[src/common/ptc_pkg.sv]
package ptc_pkg;
  // ----------------------------------------------------------------
  // register map
  // ----------------------------------------------------------------
  localparam logic [11:0] AUX_UPPER_ADDR = 12'h18C;
  localparam logic [11:0] AUX_LOWER_ADDR = 12'h190;
  localparam logic [11:0] CAPTURE_CFG_ADDR = 12'h194;
  localparam logic [11:0] PORT2_STATUS_ADDR = 12'h198;

  // ----------------------------------------------------------------
  // configuration field positions
  // ----------------------------------------------------------------
  localparam int unsigned P2_MASTER_BIT = 31;
  localparam int unsigned P2_PRI_BIT = 30;
  localparam int unsigned P2_ALT1_BIT = 29;
  localparam int unsigned P2_ALT2_BIT = 28;
  localparam int unsigned P2_ALT3_BIT = 27;
  localparam int unsigned P2_USER_BIT = 26;
  localparam int unsigned P2_LOCK_RX_BIT = 25;
  localparam int unsigned P2_LOCK_TX_BIT = 24;
  localparam int unsigned P1_MASTER_BIT = 23;
  localparam int unsigned CFG_LSB = 23;
  localparam int unsigned CFG_W = 9;
  localparam int unsigned AUX_UPPER_W = 16;

  // reset value of bits 31:23
  localparam logic [CFG_W-1:0] CFG_RESET = 9'h086;

  // ----------------------------------------------------------------
  // well-known destination addresses
  // ----------------------------------------------------------------
  localparam logic [47:0] PTP_PRI_ADDR = 48'h01005E000181;
  localparam logic [47:0] PTP_ALT1_ADDR = 48'h01005E000182;
  localparam logic [47:0] PTP_ALT2_ADDR = 48'h01005E000183;
  localparam logic [47:0] PTP_ALT3_ADDR = 48'h01005E000184;

  // ----------------------------------------------------------------
  // frame message types
  // ----------------------------------------------------------------
  localparam logic [3:0] MSG_SYNC = 4'h0;
  localparam logic [3:0] MSG_DELAY_REQ = 4'h1;

  localparam int unsigned TS_W = 64;
  localparam int unsigned UID_W = 48;
  localparam int unsigned SEQ_W = 16;
endpackage : ptc_pkg

[src/rtl/ptc_capture_cfg.sv]
`timescale 1ns/1ns
// Overview of operation
// - port 2 role set: capture on sent Sync and received Delay_Req
// - port 2 role clear (reset): capture on sent Delay_Req, received Sync
// - primary enable (reset one) admits 01:00:5E:00:01:81 on port 2
// - first alternate enable (reset zero) admits 01:00:5E:00:01:82 on port 2
// - second alternate enable (reset zero) admits 01:00:5E:00:01:83 on port 2
// - third alternate enable (reset zero) admits 01:00:5E:00:01:84 on port 2
// - user enable admits the programmable auxiliary address on port 2
// - receive lock (reset one) keeps stored values while receive flag set
// - transmit lock (reset one) keeps stored values while transmit flag set
// - port 1 role bit selects master or slave capture frames, resets zero
// - auxiliary address is 16-bit upper plus 32-bit lower register
module ptc_capture_cfg
  import ptc_pkg::*;
(
  input wire logic clk,
  input wire logic rst_n,
  input wire logic clk_en,
  // apb slave
  input wire logic psel,
  input wire logic penable,
  input wire logic pwrite,
  input wire logic [11:0] paddr,
  input wire logic [31:0] pwdata,
  output logic [31:0] prdata,
  output logic pready,
  output logic pslverr,
  // port 2 frame events, one-cycle strobes at the timestamp point
  input wire logic p2_tx_frame,
  input wire logic p2_rx_frame,
  input wire logic [47:0] p2_dest_addr,
  input wire logic [3:0] p2_msg_type,
  input wire logic [UID_W-1:0] p2_src_uid,
  input wire logic [SEQ_W-1:0] p2_seq_id,
  input wire logic [TS_W-1:0] clock_now,
  // port 1 qualification, address match done by port 1 path
  input wire logic p1_tx_frame,
  input wire logic p1_rx_frame,
  input wire logic [3:0] p1_msg_type,
  // port 2 captured values and flags
  output logic [TS_W-1:0] p2_rx_clock,
  output logic [UID_W-1:0] p2_rx_uid,
  output logic [SEQ_W-1:0] p2_rx_seq,
  output logic [TS_W-1:0] p2_tx_clock,
  output logic [UID_W-1:0] p2_tx_uid,
  output logic [SEQ_W-1:0] p2_tx_seq,
  output logic p2_rx_flag,
  output logic p2_tx_flag,
  // port 1 capture requests towards the port 1 capture logic
  output logic p1_tx_capture,
  output logic p1_rx_capture,
  output logic p1_master_role
);

  // ----------------------------------------------------------------
  // registers
  // ----------------------------------------------------------------
  logic [CFG_W-1:0] cfg_ff;
  logic [AUX_UPPER_W-1:0] aux_upper_ff;
  logic [31:0] aux_lower_ff;
  logic [TS_W-1:0] rx_clock_ff;
  logic [UID_W-1:0] rx_uid_ff;
  logic [SEQ_W-1:0] rx_seq_ff;
  logic [TS_W-1:0] tx_clock_ff;
  logic [UID_W-1:0] tx_uid_ff;
  logic [SEQ_W-1:0] tx_seq_ff;
  logic rx_flag_ff;
  logic tx_flag_ff;
  logic p1_tx_cap_ff;
  logic p1_rx_cap_ff;

  // ----------------------------------------------------------------
  // bus decode
  // ----------------------------------------------------------------
  wire acc = psel && penable && clk_en;
  wire wr_en = acc && pwrite;
  wire hit_upper = (paddr == AUX_UPPER_ADDR);
  wire hit_lower = (paddr == AUX_LOWER_ADDR);
  wire hit_cfg = (paddr == CAPTURE_CFG_ADDR);
  wire hit_stat = (paddr == PORT2_STATUS_ADDR);
  wire hit_any = hit_upper || hit_lower || hit_cfg || hit_stat;
  wire wr_upper = wr_en && hit_upper;
  wire wr_lower = wr_en && hit_lower;
  wire wr_cfg = wr_en && hit_cfg;
  wire [AUX_UPPER_W-1:0] upper_wdata = pwdata[AUX_UPPER_W-1:0];
  // status: write one to bit 0 clears rx flag, bit 1 clears tx flag
  wire clr_rx = wr_en && hit_stat && pwdata[0];
  wire clr_tx = wr_en && hit_stat && pwdata[1];

  // pready waits on clk_en so a frozen block never completes a transfer
  assign pready = clk_en;
  assign pslverr = psel && penable && !hit_any;

  // ----------------------------------------------------------------
  // configuration fields
  // ----------------------------------------------------------------
  wire p2_master = cfg_ff[P2_MASTER_BIT-CFG_LSB];
  wire p2_pri_en = cfg_ff[P2_PRI_BIT-CFG_LSB];
  wire p2_alt1_en = cfg_ff[P2_ALT1_BIT-CFG_LSB];
  wire p2_alt2_en = cfg_ff[P2_ALT2_BIT-CFG_LSB];
  wire p2_alt3_en = cfg_ff[P2_ALT3_BIT-CFG_LSB];
  wire p2_user_en = cfg_ff[P2_USER_BIT-CFG_LSB];
  wire p2_lock_rx = cfg_ff[P2_LOCK_RX_BIT-CFG_LSB];
  wire p2_lock_tx = cfg_ff[P2_LOCK_TX_BIT-CFG_LSB];
  wire p1_master = cfg_ff[P1_MASTER_BIT-CFG_LSB];
  wire [47:0] aux_addr = {aux_upper_ff, aux_lower_ff};

  // ----------------------------------------------------------------
  // address recognition
  // ----------------------------------------------------------------
  wire m_pri = p2_pri_en && (p2_dest_addr == PTP_PRI_ADDR);
  wire m_alt1 = p2_alt1_en && (p2_dest_addr == PTP_ALT1_ADDR);
  wire m_alt2 = p2_alt2_en && (p2_dest_addr == PTP_ALT2_ADDR);
  wire m_alt3 = p2_alt3_en && (p2_dest_addr == PTP_ALT3_ADDR);
  wire m_user = p2_user_en && (p2_dest_addr == aux_addr);
  wire p2_is_ptp = m_pri || m_alt1 || m_alt2 || m_alt3 || m_user;

  // ----------------------------------------------------------------
  // capture qualification
  // ----------------------------------------------------------------
  // master: sent Sync, received Delay_Req; slave: the reverse
  wire [3:0] p2_tx_type = p2_master ? MSG_SYNC : MSG_DELAY_REQ;
  wire [3:0] p2_rx_type = p2_master ? MSG_DELAY_REQ : MSG_SYNC;
  wire p2_tx_qual = p2_tx_frame && p2_is_ptp && (p2_msg_type == p2_tx_type);
  wire p2_rx_qual = p2_rx_frame && p2_is_ptp && (p2_msg_type == p2_rx_type);
  // a held flag blocks only while the lock is on
  wire rx_store = p2_rx_qual && !(p2_lock_rx && rx_flag_ff);
  wire tx_store = p2_tx_qual && !(p2_lock_tx && tx_flag_ff);

  wire [3:0] p1_tx_type = p1_master ? MSG_SYNC : MSG_DELAY_REQ;
  wire [3:0] p1_rx_type = p1_master ? MSG_DELAY_REQ : MSG_SYNC;
  wire p1_tx_qual = p1_tx_frame && (p1_msg_type == p1_tx_type);
  wire p1_rx_qual = p1_rx_frame && (p1_msg_type == p1_rx_type);

  // set beats clear when both land in one cycle
  wire nxt_rx_flag = rx_store || (rx_flag_ff && !clr_rx);
  wire nxt_tx_flag = tx_store || (tx_flag_ff && !clr_tx);

  // ----------------------------------------------------------------
  // read mux
  // ----------------------------------------------------------------
  wire [31:0] rd_cfg = {cfg_ff, {CFG_LSB{1'b0}}};
  wire [31:0] rd_upper = {{(32-AUX_UPPER_W){1'b0}}, aux_upper_ff};
  wire [31:0] rd_stat = {30'h0, tx_flag_ff, rx_flag_ff};
  wire [31:0] nxt_prdata = hit_cfg ? rd_cfg :
                           hit_upper ? rd_upper :
                           hit_lower ? aux_lower_ff :
                           hit_stat ? rd_stat : 32'h0;

  // ----------------------------------------------------------------
  // register file
  // ----------------------------------------------------------------
  always_ff @(posedge clk or negedge rst_n) begin
    if (!rst_n) begin
      cfg_ff <= CFG_RESET;
      aux_upper_ff <= '0;
      aux_lower_ff <= '0;
      prdata <= '0;
    end else if (clk_en) begin
      if (wr_cfg) cfg_ff <= pwdata[31:CFG_LSB];
      if (wr_upper) aux_upper_ff <= upper_wdata;
      if (wr_lower) aux_lower_ff <= pwdata;
      if (psel && !penable && !pwrite) prdata <= nxt_prdata;
    end
  end

  // ----------------------------------------------------------------
  // capture storage
  // ----------------------------------------------------------------
  always_ff @(posedge clk or negedge rst_n) begin
    if (!rst_n) begin
      rx_clock_ff <= '0;
      rx_uid_ff <= '0;
      rx_seq_ff <= '0;
      rx_flag_ff <= 1'b0;
    end else if (clk_en) begin
      rx_flag_ff <= nxt_rx_flag;
      if (rx_store) begin
        rx_clock_ff <= clock_now;
        rx_uid_ff <= p2_src_uid;
        rx_seq_ff <= p2_seq_id;
      end
    end
  end

  always_ff @(posedge clk or negedge rst_n) begin
    if (!rst_n) begin
      tx_clock_ff <= '0;
      tx_uid_ff <= '0;
      tx_seq_ff <= '0;
      tx_flag_ff <= 1'b0;
    end else if (clk_en) begin
      tx_flag_ff <= nxt_tx_flag;
      if (tx_store) begin
        tx_clock_ff <= clock_now;
        tx_uid_ff <= p2_src_uid;
        tx_seq_ff <= p2_seq_id;
      end
    end
  end

  always_ff @(posedge clk or negedge rst_n) begin
    if (!rst_n) begin
      p1_tx_cap_ff <= 1'b0;
      p1_rx_cap_ff <= 1'b0;
    end else if (clk_en) begin
      p1_tx_cap_ff <= p1_tx_qual;
      p1_rx_cap_ff <= p1_rx_qual;
    end
  end

  assign p2_rx_clock = rx_clock_ff;
  assign p2_rx_uid = rx_uid_ff;
  assign p2_rx_seq = rx_seq_ff;
  assign p2_tx_clock = tx_clock_ff;
  assign p2_tx_uid = tx_uid_ff;
  assign p2_tx_seq = tx_seq_ff;
  assign p2_rx_flag = rx_flag_ff;
  assign p2_tx_flag = tx_flag_ff;
  assign p1_tx_capture = p1_tx_cap_ff;
  assign p1_rx_capture = p1_rx_cap_ff;
  assign p1_master_role = p1_master;

  // ----------------------------------------------------------------
  // checks
  // ----------------------------------------------------------------
  a_master_tx_sync: assert property (@(posedge clk) disable iff (!rst_n)
    (clk_en && p2_master && p2_tx_frame && p2_is_ptp && p2_msg_type == MSG_SYNC
     && !(p2_lock_tx && tx_flag_ff)) |=> (tx_flag_ff && tx_clock_ff == $past(clock_now)))
    else $error("master sent sync not captured");

  a_slave_rx_sync: assert property (@(posedge clk) disable iff (!rst_n)
    (clk_en && !p2_master && p2_rx_frame && p2_is_ptp && p2_msg_type == MSG_SYNC
     && !(p2_lock_rx && rx_flag_ff)) |=> (rx_flag_ff && rx_seq_ff == $past(p2_seq_id)))
    else $error("slave received sync not captured");

  a_slave_no_tx_sync: assert property (@(posedge clk) disable iff (!rst_n)
    (clk_en && !p2_master && p2_msg_type == MSG_SYNC) |-> !tx_store)
    else $error("slave captured sent sync");

  a_primary_addr: assert property (@(posedge clk) disable iff (!rst_n)
    (p2_dest_addr == PTP_PRI_ADDR && !m_user) |-> (p2_is_ptp == p2_pri_en))
    else $error("primary address recognition wrong");

  a_alt1_addr: assert property (@(posedge clk) disable iff (!rst_n)
    (p2_alt1_en && p2_dest_addr == PTP_ALT1_ADDR) |-> p2_is_ptp)
    else $error("alternate 1 address missed");

  a_alt3_addr: assert property (@(posedge clk) disable iff (!rst_n)
    (p2_alt3_en && p2_dest_addr == PTP_ALT3_ADDR) |-> p2_is_ptp)
    else $error("alternate 3 address missed");

  a_user_addr: assert property (@(posedge clk) disable iff (!rst_n)
    (p2_user_en && p2_dest_addr == {aux_upper_ff, aux_lower_ff}) |-> p2_is_ptp)
    else $error("user address missed");

  a_rx_lock_hold: assert property (@(posedge clk) disable iff (!rst_n)
    (clk_en && p2_lock_rx && rx_flag_ff) |=> $stable(rx_clock_ff) && $stable(rx_uid_ff))
    else $error("locked rx capture overwritten");

  a_tx_lock_hold: assert property (@(posedge clk) disable iff (!rst_n)
    (clk_en && p2_lock_tx && tx_flag_ff) |=> $stable(tx_clock_ff) && $stable(tx_seq_ff))
    else $error("locked tx capture overwritten");

  a_p1_role: assert property (@(posedge clk) disable iff (!rst_n)
    (clk_en && p1_tx_frame && p1_msg_type == MSG_SYNC) |=> (p1_tx_capture == $past(p1_master)))
    else $error("port 1 tx capture role wrong");

  a_unlocked_write: assert property (@(posedge clk) disable iff (!rst_n)
    (clk_en && !p2_lock_rx && p2_rx_qual) |=> (rx_uid_ff == $past(p2_src_uid)))
    else $error("unlocked rx capture dropped");

  a_alt2_addr: assert property (@(posedge clk) disable iff (!rst_n)
    (p2_alt2_en && p2_dest_addr == PTP_ALT2_ADDR) |-> p2_is_ptp)
    else $error("alternate 2 address missed");

  a_alt1_off: assert property (@(posedge clk) disable iff (!rst_n)
    (!p2_alt1_en && !m_user && p2_dest_addr == PTP_ALT1_ADDR) |-> !p2_is_ptp)
    else $error("disabled alternate 1 address accepted");

  a_user_off: assert property (@(posedge clk) disable iff (!rst_n)
    (!p2_user_en && p2_dest_addr == aux_addr
     && !m_pri && !m_alt1 && !m_alt2 && !m_alt3) |-> !p2_is_ptp)
    else $error("disabled user address accepted");

  a_master_rx_dreq: assert property (@(posedge clk) disable iff (!rst_n)
    (clk_en && p2_master && p2_rx_frame && p2_is_ptp && p2_msg_type == MSG_DELAY_REQ
     && !(p2_lock_rx && rx_flag_ff)) |=> (rx_flag_ff && rx_clock_ff == $past(clock_now)))
    else $error("master received delay request not captured");

  a_slave_tx_dreq: assert property (@(posedge clk) disable iff (!rst_n)
    (clk_en && !p2_master && p2_tx_frame && p2_is_ptp && p2_msg_type == MSG_DELAY_REQ
     && !(p2_lock_tx && tx_flag_ff)) |=> (tx_flag_ff && tx_uid_ff == $past(p2_src_uid)))
    else $error("slave sent delay request not captured");

  a_master_no_rx_sync: assert property (@(posedge clk) disable iff (!rst_n)
    (clk_en && p2_master && p2_msg_type == MSG_SYNC) |-> !rx_store)
    else $error("master captured received sync");

  a_non_ptp_ignored: assert property (@(posedge clk) disable iff (!rst_n)
    !p2_is_ptp |-> !(rx_store || tx_store))
    else $error("frame without enabled address captured");

  a_p1_rx_role: assert property (@(posedge clk) disable iff (!rst_n)
    (clk_en && p1_rx_frame && p1_msg_type == MSG_SYNC) |=> (p1_rx_capture != $past(p1_master)))
    else $error("port 1 rx capture role wrong");

  a_p1_tx_dreq: assert property (@(posedge clk) disable iff (!rst_n)
    (clk_en && p1_tx_frame && p1_msg_type == MSG_DELAY_REQ)
    |=> (p1_tx_capture != $past(p1_master)))
    else $error("port 1 tx delay request role wrong");

  a_unlocked_tx: assert property (@(posedge clk) disable iff (!rst_n)
    (clk_en && !p2_lock_tx && p2_tx_qual) |=> (tx_seq_ff == $past(p2_seq_id)))
    else $error("unlocked tx capture dropped");

  // ----------------------------------------------------------------
  // checks: flags, bus and clock enable
  // ----------------------------------------------------------------
  // the flag clears only when no capture lands in the same cycle
  a_rx_flag_clear: assert property (@(posedge clk) disable iff (!rst_n)
    (clk_en && clr_rx && !rx_store) |=> !rx_flag_ff)
    else $error("rx flag not cleared");

  a_tx_flag_clear: assert property (@(posedge clk) disable iff (!rst_n)
    (clk_en && clr_tx && !tx_store) |=> !tx_flag_ff)
    else $error("tx flag not cleared");

  a_aux_upper_write: assert property (@(posedge clk) disable iff (!rst_n)
    wr_upper |=> (aux_upper_ff == $past(upper_wdata)))
    else $error("auxiliary upper write lost");

  a_aux_lower_write: assert property (@(posedge clk) disable iff (!rst_n)
    wr_lower |=> (aux_lower_ff == $past(pwdata)))
    else $error("auxiliary lower write lost");

  // a frozen block keeps every setting and flag for that cycle
  a_frozen_state: assert property (@(posedge clk) disable iff (!rst_n)
    !clk_en |=> ($stable(cfg_ff) && $stable(rx_flag_ff) && $stable(tx_flag_ff)))
    else $error("state changed while clock enable low");

endmodule : ptc_capture_cfg

[config.mk]
export PLATFORM = sky130hd
export DESIGN_NAME = ptc_capture_cfg
export DESIGN_NICKNAME = d
export VERILOG_FILES = /design/src/common/ptc_pkg.sv /design/src/rtl/ptc_capture_cfg.sv
export SDC_FILE = /design/constraint.sdc
export NUM_CORES = 1
export LEC_CHECK = 0
export ABC_CLOCK_PERIOD_IN_PS = 3500
export BUFFER_PORTS_ARGS = -buffer_cell sky130_fd_sc_hd__buf_2
export CORE_AREA = 2 2 205 207
export CTS_BUF_LIST = sky130_fd_sc_hd__clkbuf_16
export CTS_CLUSTER_SIZE = 25
export DETAILED_ROUTE_END_ITERATION = 10
export DIE_AREA = 0 0 207 209
export SLEW_MARGIN = 40
export SYNTH_ARGS = -nofsm -noshare
export SYNTH_HDL_FRONTEND = slang
export SYNTH_SLANG_ARGS = --single-unit
[constraint.sdc]
create_clock -name clk -period 3.5 [get_ports clk]
set_clock_uncertainty 0.05 [all_clocks]
set_input_delay 0.35 -clock clk [delete_from_list [all_inputs] [get_ports clk]]
set_output_delay 0.35 -clock clk [all_outputs]
set_load 0.005 [all_outputs]
# Yosys cells after proc, flatten, opt, wreduce, memory -nomap -nowiden

Cells that the tools add are included.

Flip-flop bits (word level): 349
Output and inout bits: 295
Word-level logic and storage cells: 86
Input bits: 238

Muxes and demuxes: 8
Equality and inequality tests: 13
Reduce and logical (&&, ||, !) cells: 51

Operator list:

| operator                                                                 | number |
|---|---|
| 48-bit by 41-bit equality test with 1-bit output (second input constant) | 4 |
| 32-bit 2-to-1 mux                                                        | 3 |
| 12-bit by 9-bit equality test with 1-bit output (second input constant)  | 4 |
| 48-bit equality test                                                     | 1 |
| 1-bit logical AND                                                        | 29 |
| 4-bit by 1-bit equality test with 1-bit output                           | 4 |
| 2-bit AND reduction                                                      | 6 |
| 1-bit logical OR                                                         | 9 |
| 1-bit zero test                                                          | 7 |
| 1-bit 2-to-1 mux                                                         | 4 |
| 2-bit 2-to-1 mux                                                         | 1 |

# Logic depth before layout (Yosys ltp)

Depth after elaboration: 10
Gate-level depth with buffers: 8

# Least setup slack after synthesis

Ideal clock, no wire load.

Path type: input port to flip-flop
Start: input port p2_dest_addr[20]
End: register tx_clock_ff[54] (netlist: p2_tx_clock[54])
Setup slack: 1.180 ns
Arrival: 2.143 ns
Buffers on the path: 2
Library setup time: 0.127 ns
Stages: 8
Cells stage by stage: or4_1 > nor4_1 > nand4_1 > nor4_2 > a32oi_1 > buf_4 > buf_6 > mux2_1

Longest elaborated chain between the ends: 10

Ends and longest elaborated chain:

| what                                                                | RTL line                                       | text |
|---|---|---|
| start: declaration                                                  | ptc_capture_cfg.sv:32                          | `input wire logic [47:0] p2_dest_addr,` |
| 48-bit by 41-bit equality test with 1-bit output (on tied branches) | ptc_capture_cfg.sv:112, ptc_capture_cfg.sv:113 |  |
| 1-bit logical AND (on tied branches)                                | ptc_capture_cfg.sv:112, ptc_capture_cfg.sv:113 |  |
| 1-bit logical OR (3 in series)                                      | ptc_capture_cfg.sv:117                         | `wire p2_is_ptp = m_pri \|\| m_alt1 \|\| m_alt2 \|\| m_alt3 \|\| m_user;` |
| 1-bit logical OR (*)                                                | ptc_capture_cfg.sv:117                         |  |
| 1-bit logical AND (*) (2 in series)                                 | ptc_capture_cfg.sv:125                         | `wire p2_tx_qual = p2_tx_frame && p2_is_ptp && (p2_msg_type == p2_tx_type);` |
| 1-bit logical AND (*)                                               | ptc_capture_cfg.sv:129                         | `wire tx_store = p2_tx_qual && !(p2_lock_tx && tx_flag_ff);` |
| 2-bit AND reduction (no line) (*)                                   | --                                             |  |
| end signal: assignment                                              | ptc_capture_cfg.sv:196                         | `tx_clock_ff <= clock_now;` |
| end: declaration                                                    | ptc_capture_cfg.sv:65                          | `logic [TS_W-1:0] tx_clock_ff;` |

Mark *: on every way between the ends. The rest lies on a longest branch, timed or not.
A chain may end at the register's enable or synchronous reset.

# Final worst setup path

Start: register aux_lower_ff[23]
End: register tx_uid_ff[41] (netlist: p2_tx_uid[41])

Longest elaborated chain between the ends: 7

Ends and longest elaborated chain:

| what                            | RTL line               | text |
|---|---|---|
| start: declaration              | ptc_capture_cfg.sv:61  | `logic [31:0] aux_lower_ff;` |
| start signal: assignment        | ptc_capture_cfg.sv:163 | `if (wr_lower) aux_lower_ff <= pwdata;` |
| 48-bit equality test            | ptc_capture_cfg.sv:116 | `wire m_user = p2_user_en && (p2_dest_addr == aux_addr);` |
| 1-bit logical AND               | ptc_capture_cfg.sv:116 |  |
| 1-bit logical OR                | ptc_capture_cfg.sv:117 |  |
| 1-bit logical AND (2 in series) | ptc_capture_cfg.sv:125 |  |
| 1-bit logical AND               | ptc_capture_cfg.sv:129 |  |
| 2-bit AND reduction (no line)   | --                     |  |
| end signal: assignment          | ptc_capture_cfg.sv:197 | `tx_uid_ff <= p2_src_uid;` |
| end: declaration                | ptc_capture_cfg.sv:66  | `logic [UID_W-1:0] tx_uid_ff;` |

No other way between the ends.

==> run_results.csv <==
group,metric,value,unit
status,status,"finished clean",
cells_and_area,design_area,0.0207,sq mm
yosys,ys_top_cells_by_area,"dfrtp_1 60%, mux2_1 12%, mux2_4 11%, mux2_2 3.7%, xnor2_1 1.8%",
yosys,synth_adder_area_share,0,
cells_and_area,syn2layout_area_growth,42.9,%
timing,hold_viol_final,0,
timing,tns,0,ps
placed_design,io_buffers,532,
clock_tree,cts-resized-gates,0,
clock_tree,cts_sinks,349,
floorplanning,start_util,0.350,
floorplanning,die_area,0.0433,sq mm
clock_tree,cts_buffers,39,
power,switching_share,0.226,
timing,slew-limit-headroom,0.451,
yosys,synth-simple-area-share,0.0478,
grt,grtUsageTotal,0.193,
grt,grt.overflow.total,0,
cells_and_area,layout.nets,1882,
yosys,syn_nets,1175,
floorplanning,die_w,207,microns
yosys,netlist_area,0.0145,sq mm
power,seq_power_share,0.467,
cells_and_area,drive_gt1_frac,0.468,
grt,grt_pass1_vias,11200,
yosys,avgSynthCellArea,15.4,sq um
clock_tree,root_buffer,"clkbuf_16",
drt,via_per_inst,4.76,
worst_setup_path,arrival,3270,ps
power,peakVddDrop,0.408,mV
worst_setup_path,crit_fanout,85,
power,p_switching,1.99,mW
clock_tree,clockBufferDepth,3,
yosys,syn_inst,937,
yosys,synth.top_cell.area_share,0.598,
yosys,ys_types,38,
worst_setup_path,required,3870,ps
grt,grt_pass1_wl,65.9,mm
drt,wire_per_inst,19.2,microns
drt,vias,10500,
yosys,synth_xor_area_frac,0.0309,
clock_tree,h-tree-depth,2,
timing,setup_viol,0,
drt,drt_iter0_drc,619,
yosys,ys_seq_area_frac,0.604,
yosys,synth_top_family_by_area,"multiplexers",
timing,max_slew.worst_pin.slew,823,ps
timing,rsz0062_at_grt,"no",
yosys,yosysTopAreaCell,"dfrtp_1",
clock_tree,clk_latency,550,ps
worst_hold_path,min_path_type,"in2reg",
yosys,synth_seq_cells,349,
cells_and_area,fin_util,0.501,
yosys,ys_warn_count,0,
drt,wl,42.6,mm
grt,antenna_found_initial,5,
drt,first_pass_iters,4,
placed_design,place_congestion,0.832,
timing,fmax,0.345,GHz
job,maxCapViolCount,0,
floorplanning,core_area,0.0413,sq mm
clock_tree,cts_tree,"yes",
worst_setup_path,crit_type,"reg2reg",
yosys,synthMuxAreaShare,0.272,
yosys,synth_compound_area_frac,0.0221,
power,power.internal,6.82,mW
drt,ant_nets,0,
floorplanning,die_y,209,microns
timing,drv_slew,0,
placed_design,dpl_cell_area,0.0178,sq mm
power,power_frac_comb,0.070,
power,clkPwrFrac,0.463,
drt,drc,0,
timing,hold-worst-slack,27.4,ps
placed_design,hpwlAfterDp,30.5,mm
floorplanning,io_pins,533,
clock_tree,clk_pin_slew,60,ps
worst_setup_path,critPathLaunchType,"flip-flop",
power,power_density,426,mW/mm^2
floorplanning,fp-row-count,75,
timing,period_minus_slack,2900,ps
power,p_leak,11.8,nW
timing,finalCritPeriodShare,0.828,
worst_setup_path,cp-end-kind,"flip-flop",
grt,grt_start_max_net_pins,93,
-- state kept, by name, summed over array words and instances (netlist names), 9 cells and up --
name and flops:
p2_rx_clock 64, p2_tx_clock 64, p2_rx_uid 48, p2_tx_uid 48, aux_lower_ff 32, prdata 32, aux_upper_ff 16, p2_rx_seq 16
p2_tx_seq 16, cfg_ff 9
-- cells in the mapped netlist (all sizes together) --
library cell / count
xnor2: 30
a32oi: 2
or4: 1
nand4: 13
inv: 5
o21ai: 4
and3: 1
nand2b: 1
dfstp: 3
buf: 33
nor2b: 3
nor2: 51
a31oi: 1
mux2: 313
a32o: 1
nor3b: 2
a221oi: 23
or3: 1
nand3: 8
nor4b: 6
dfrtp: 346
clkbuf: 13
nand2: 24
a21oi: 3
nor3: 2
nor4: 17
a21bo: 2
and4: 4
xor2: 21
a222oi: 2
a22o: 1
-- power by group through the flow --
stage	clock network (mW)	logic, mW	registers [mW]
after floorplan	0	0.0984	4.19
after global placement	0	0.472	4.19
after detailed placement	0	0.480	4.19
after CTS	4.21	0.624	4.12
after global routing	4.36	0.677	4.12
final	4.08	0.616	4.12
-- cell usage in the layout (no fill, tap or decap), drive strengths merged, types with 2 or more instances in the layout --
cell and count:
nor2b 3, a21oi 3, clkbuf 41, clkinv 20
o21ai 4, xor2 21, nor2 51, nand4 13
dfstp 3, dlygate4sd3 155, nand2 24, and4 4
a32oi 2, nor4 17, nor3b 2, nor3 2
bufinv 4, a221oi 23, dfrtp 346, nor4b 6
inv 11, a222oi 2, buf 557, a21bo 2
nand3 8, xnor2 30, mux2 313
-- path summary, 6_finish.rpt --
check	startpoint	end	slack [ps]	depth (start not counted)
hold / removal	clock_now[26]	p2_rx_clock[26]$_DFFE_PN0P_	30	2
min in group asynchronous	rst_n	prdata[8]$_DFFE_PN0P_	360	2
setup / recovery	aux_lower_ff[23]$_DFFE_PN0P_	p2_tx_uid[41]$_DFFE_PN0P_	600	8
max in group asynchronous	rst_n	cfg_ff[5]$_DFFE_PN0P_	2030	4
hold reg to reg	prdata[18]$_DFFE_PN0P_	prdata[18]$_DFFE_PN0P_	420	2
setup reg to reg	aux_lower_ff[23]$_DFFE_PN0P_	p2_tx_uid[41]$_DFFE_PN0P_	600	8
-- worst max-delay path, stage by stage, from the launching register on --
cell     delay (ps)
dfrtp_1         470
xor2_1          230
nor4_1          350
nand4_1         130
nor4_1          380
buf_4           210
a32oi_4         120
buf_12          270
mux2_4          410
-- per-stage QoR --
stage                     instances  total power [mW]  setup WS (ps)
after detailed placement       1987              4.67            606
after global routing           2213              9.15            612
after global placement         1987              4.66            616
after CTS                      2213              8.95            638
final                          2214              8.81            601
after floorplan                 937              4.29           1180
-- final cells by class --
type                    count  area [sq um]
diodes                      1          2.50
inverters                   5          18.8
clock inverters            30           244
multi-input cells         537          5450
flip-flops and latches    349          8740
repair buffers            712          4510
well taps                 539           674
fillers                  3607         20600
clock buffers              41          1030
-- layer usage --
metal	share of wire	routed length, microns	GRT usage
met4	0.034	1450	0.0709
met2	0.47	20000	0.314
met3	0.071	3010	0.0531
met5	0.0012	53	0
met1	0.43	18100	0.247
-- repair_timing --
action | in CTS | in global routing
setup endpoints to repair | 0 | 0
hold buffers | 155 | 0
hold endpoints to repair | 378 | 0
setup buffers | 0 | 0
-- cells by family after synthesis --
group	after synthesis
DFF	349
muxes	313
and+or+nand+nor	134
xor gates and xnor gates	51
buffers and inverters	51
AOI/OAI and AO/OA	39
Note: power is estimated with default switching activity, not from simulation.
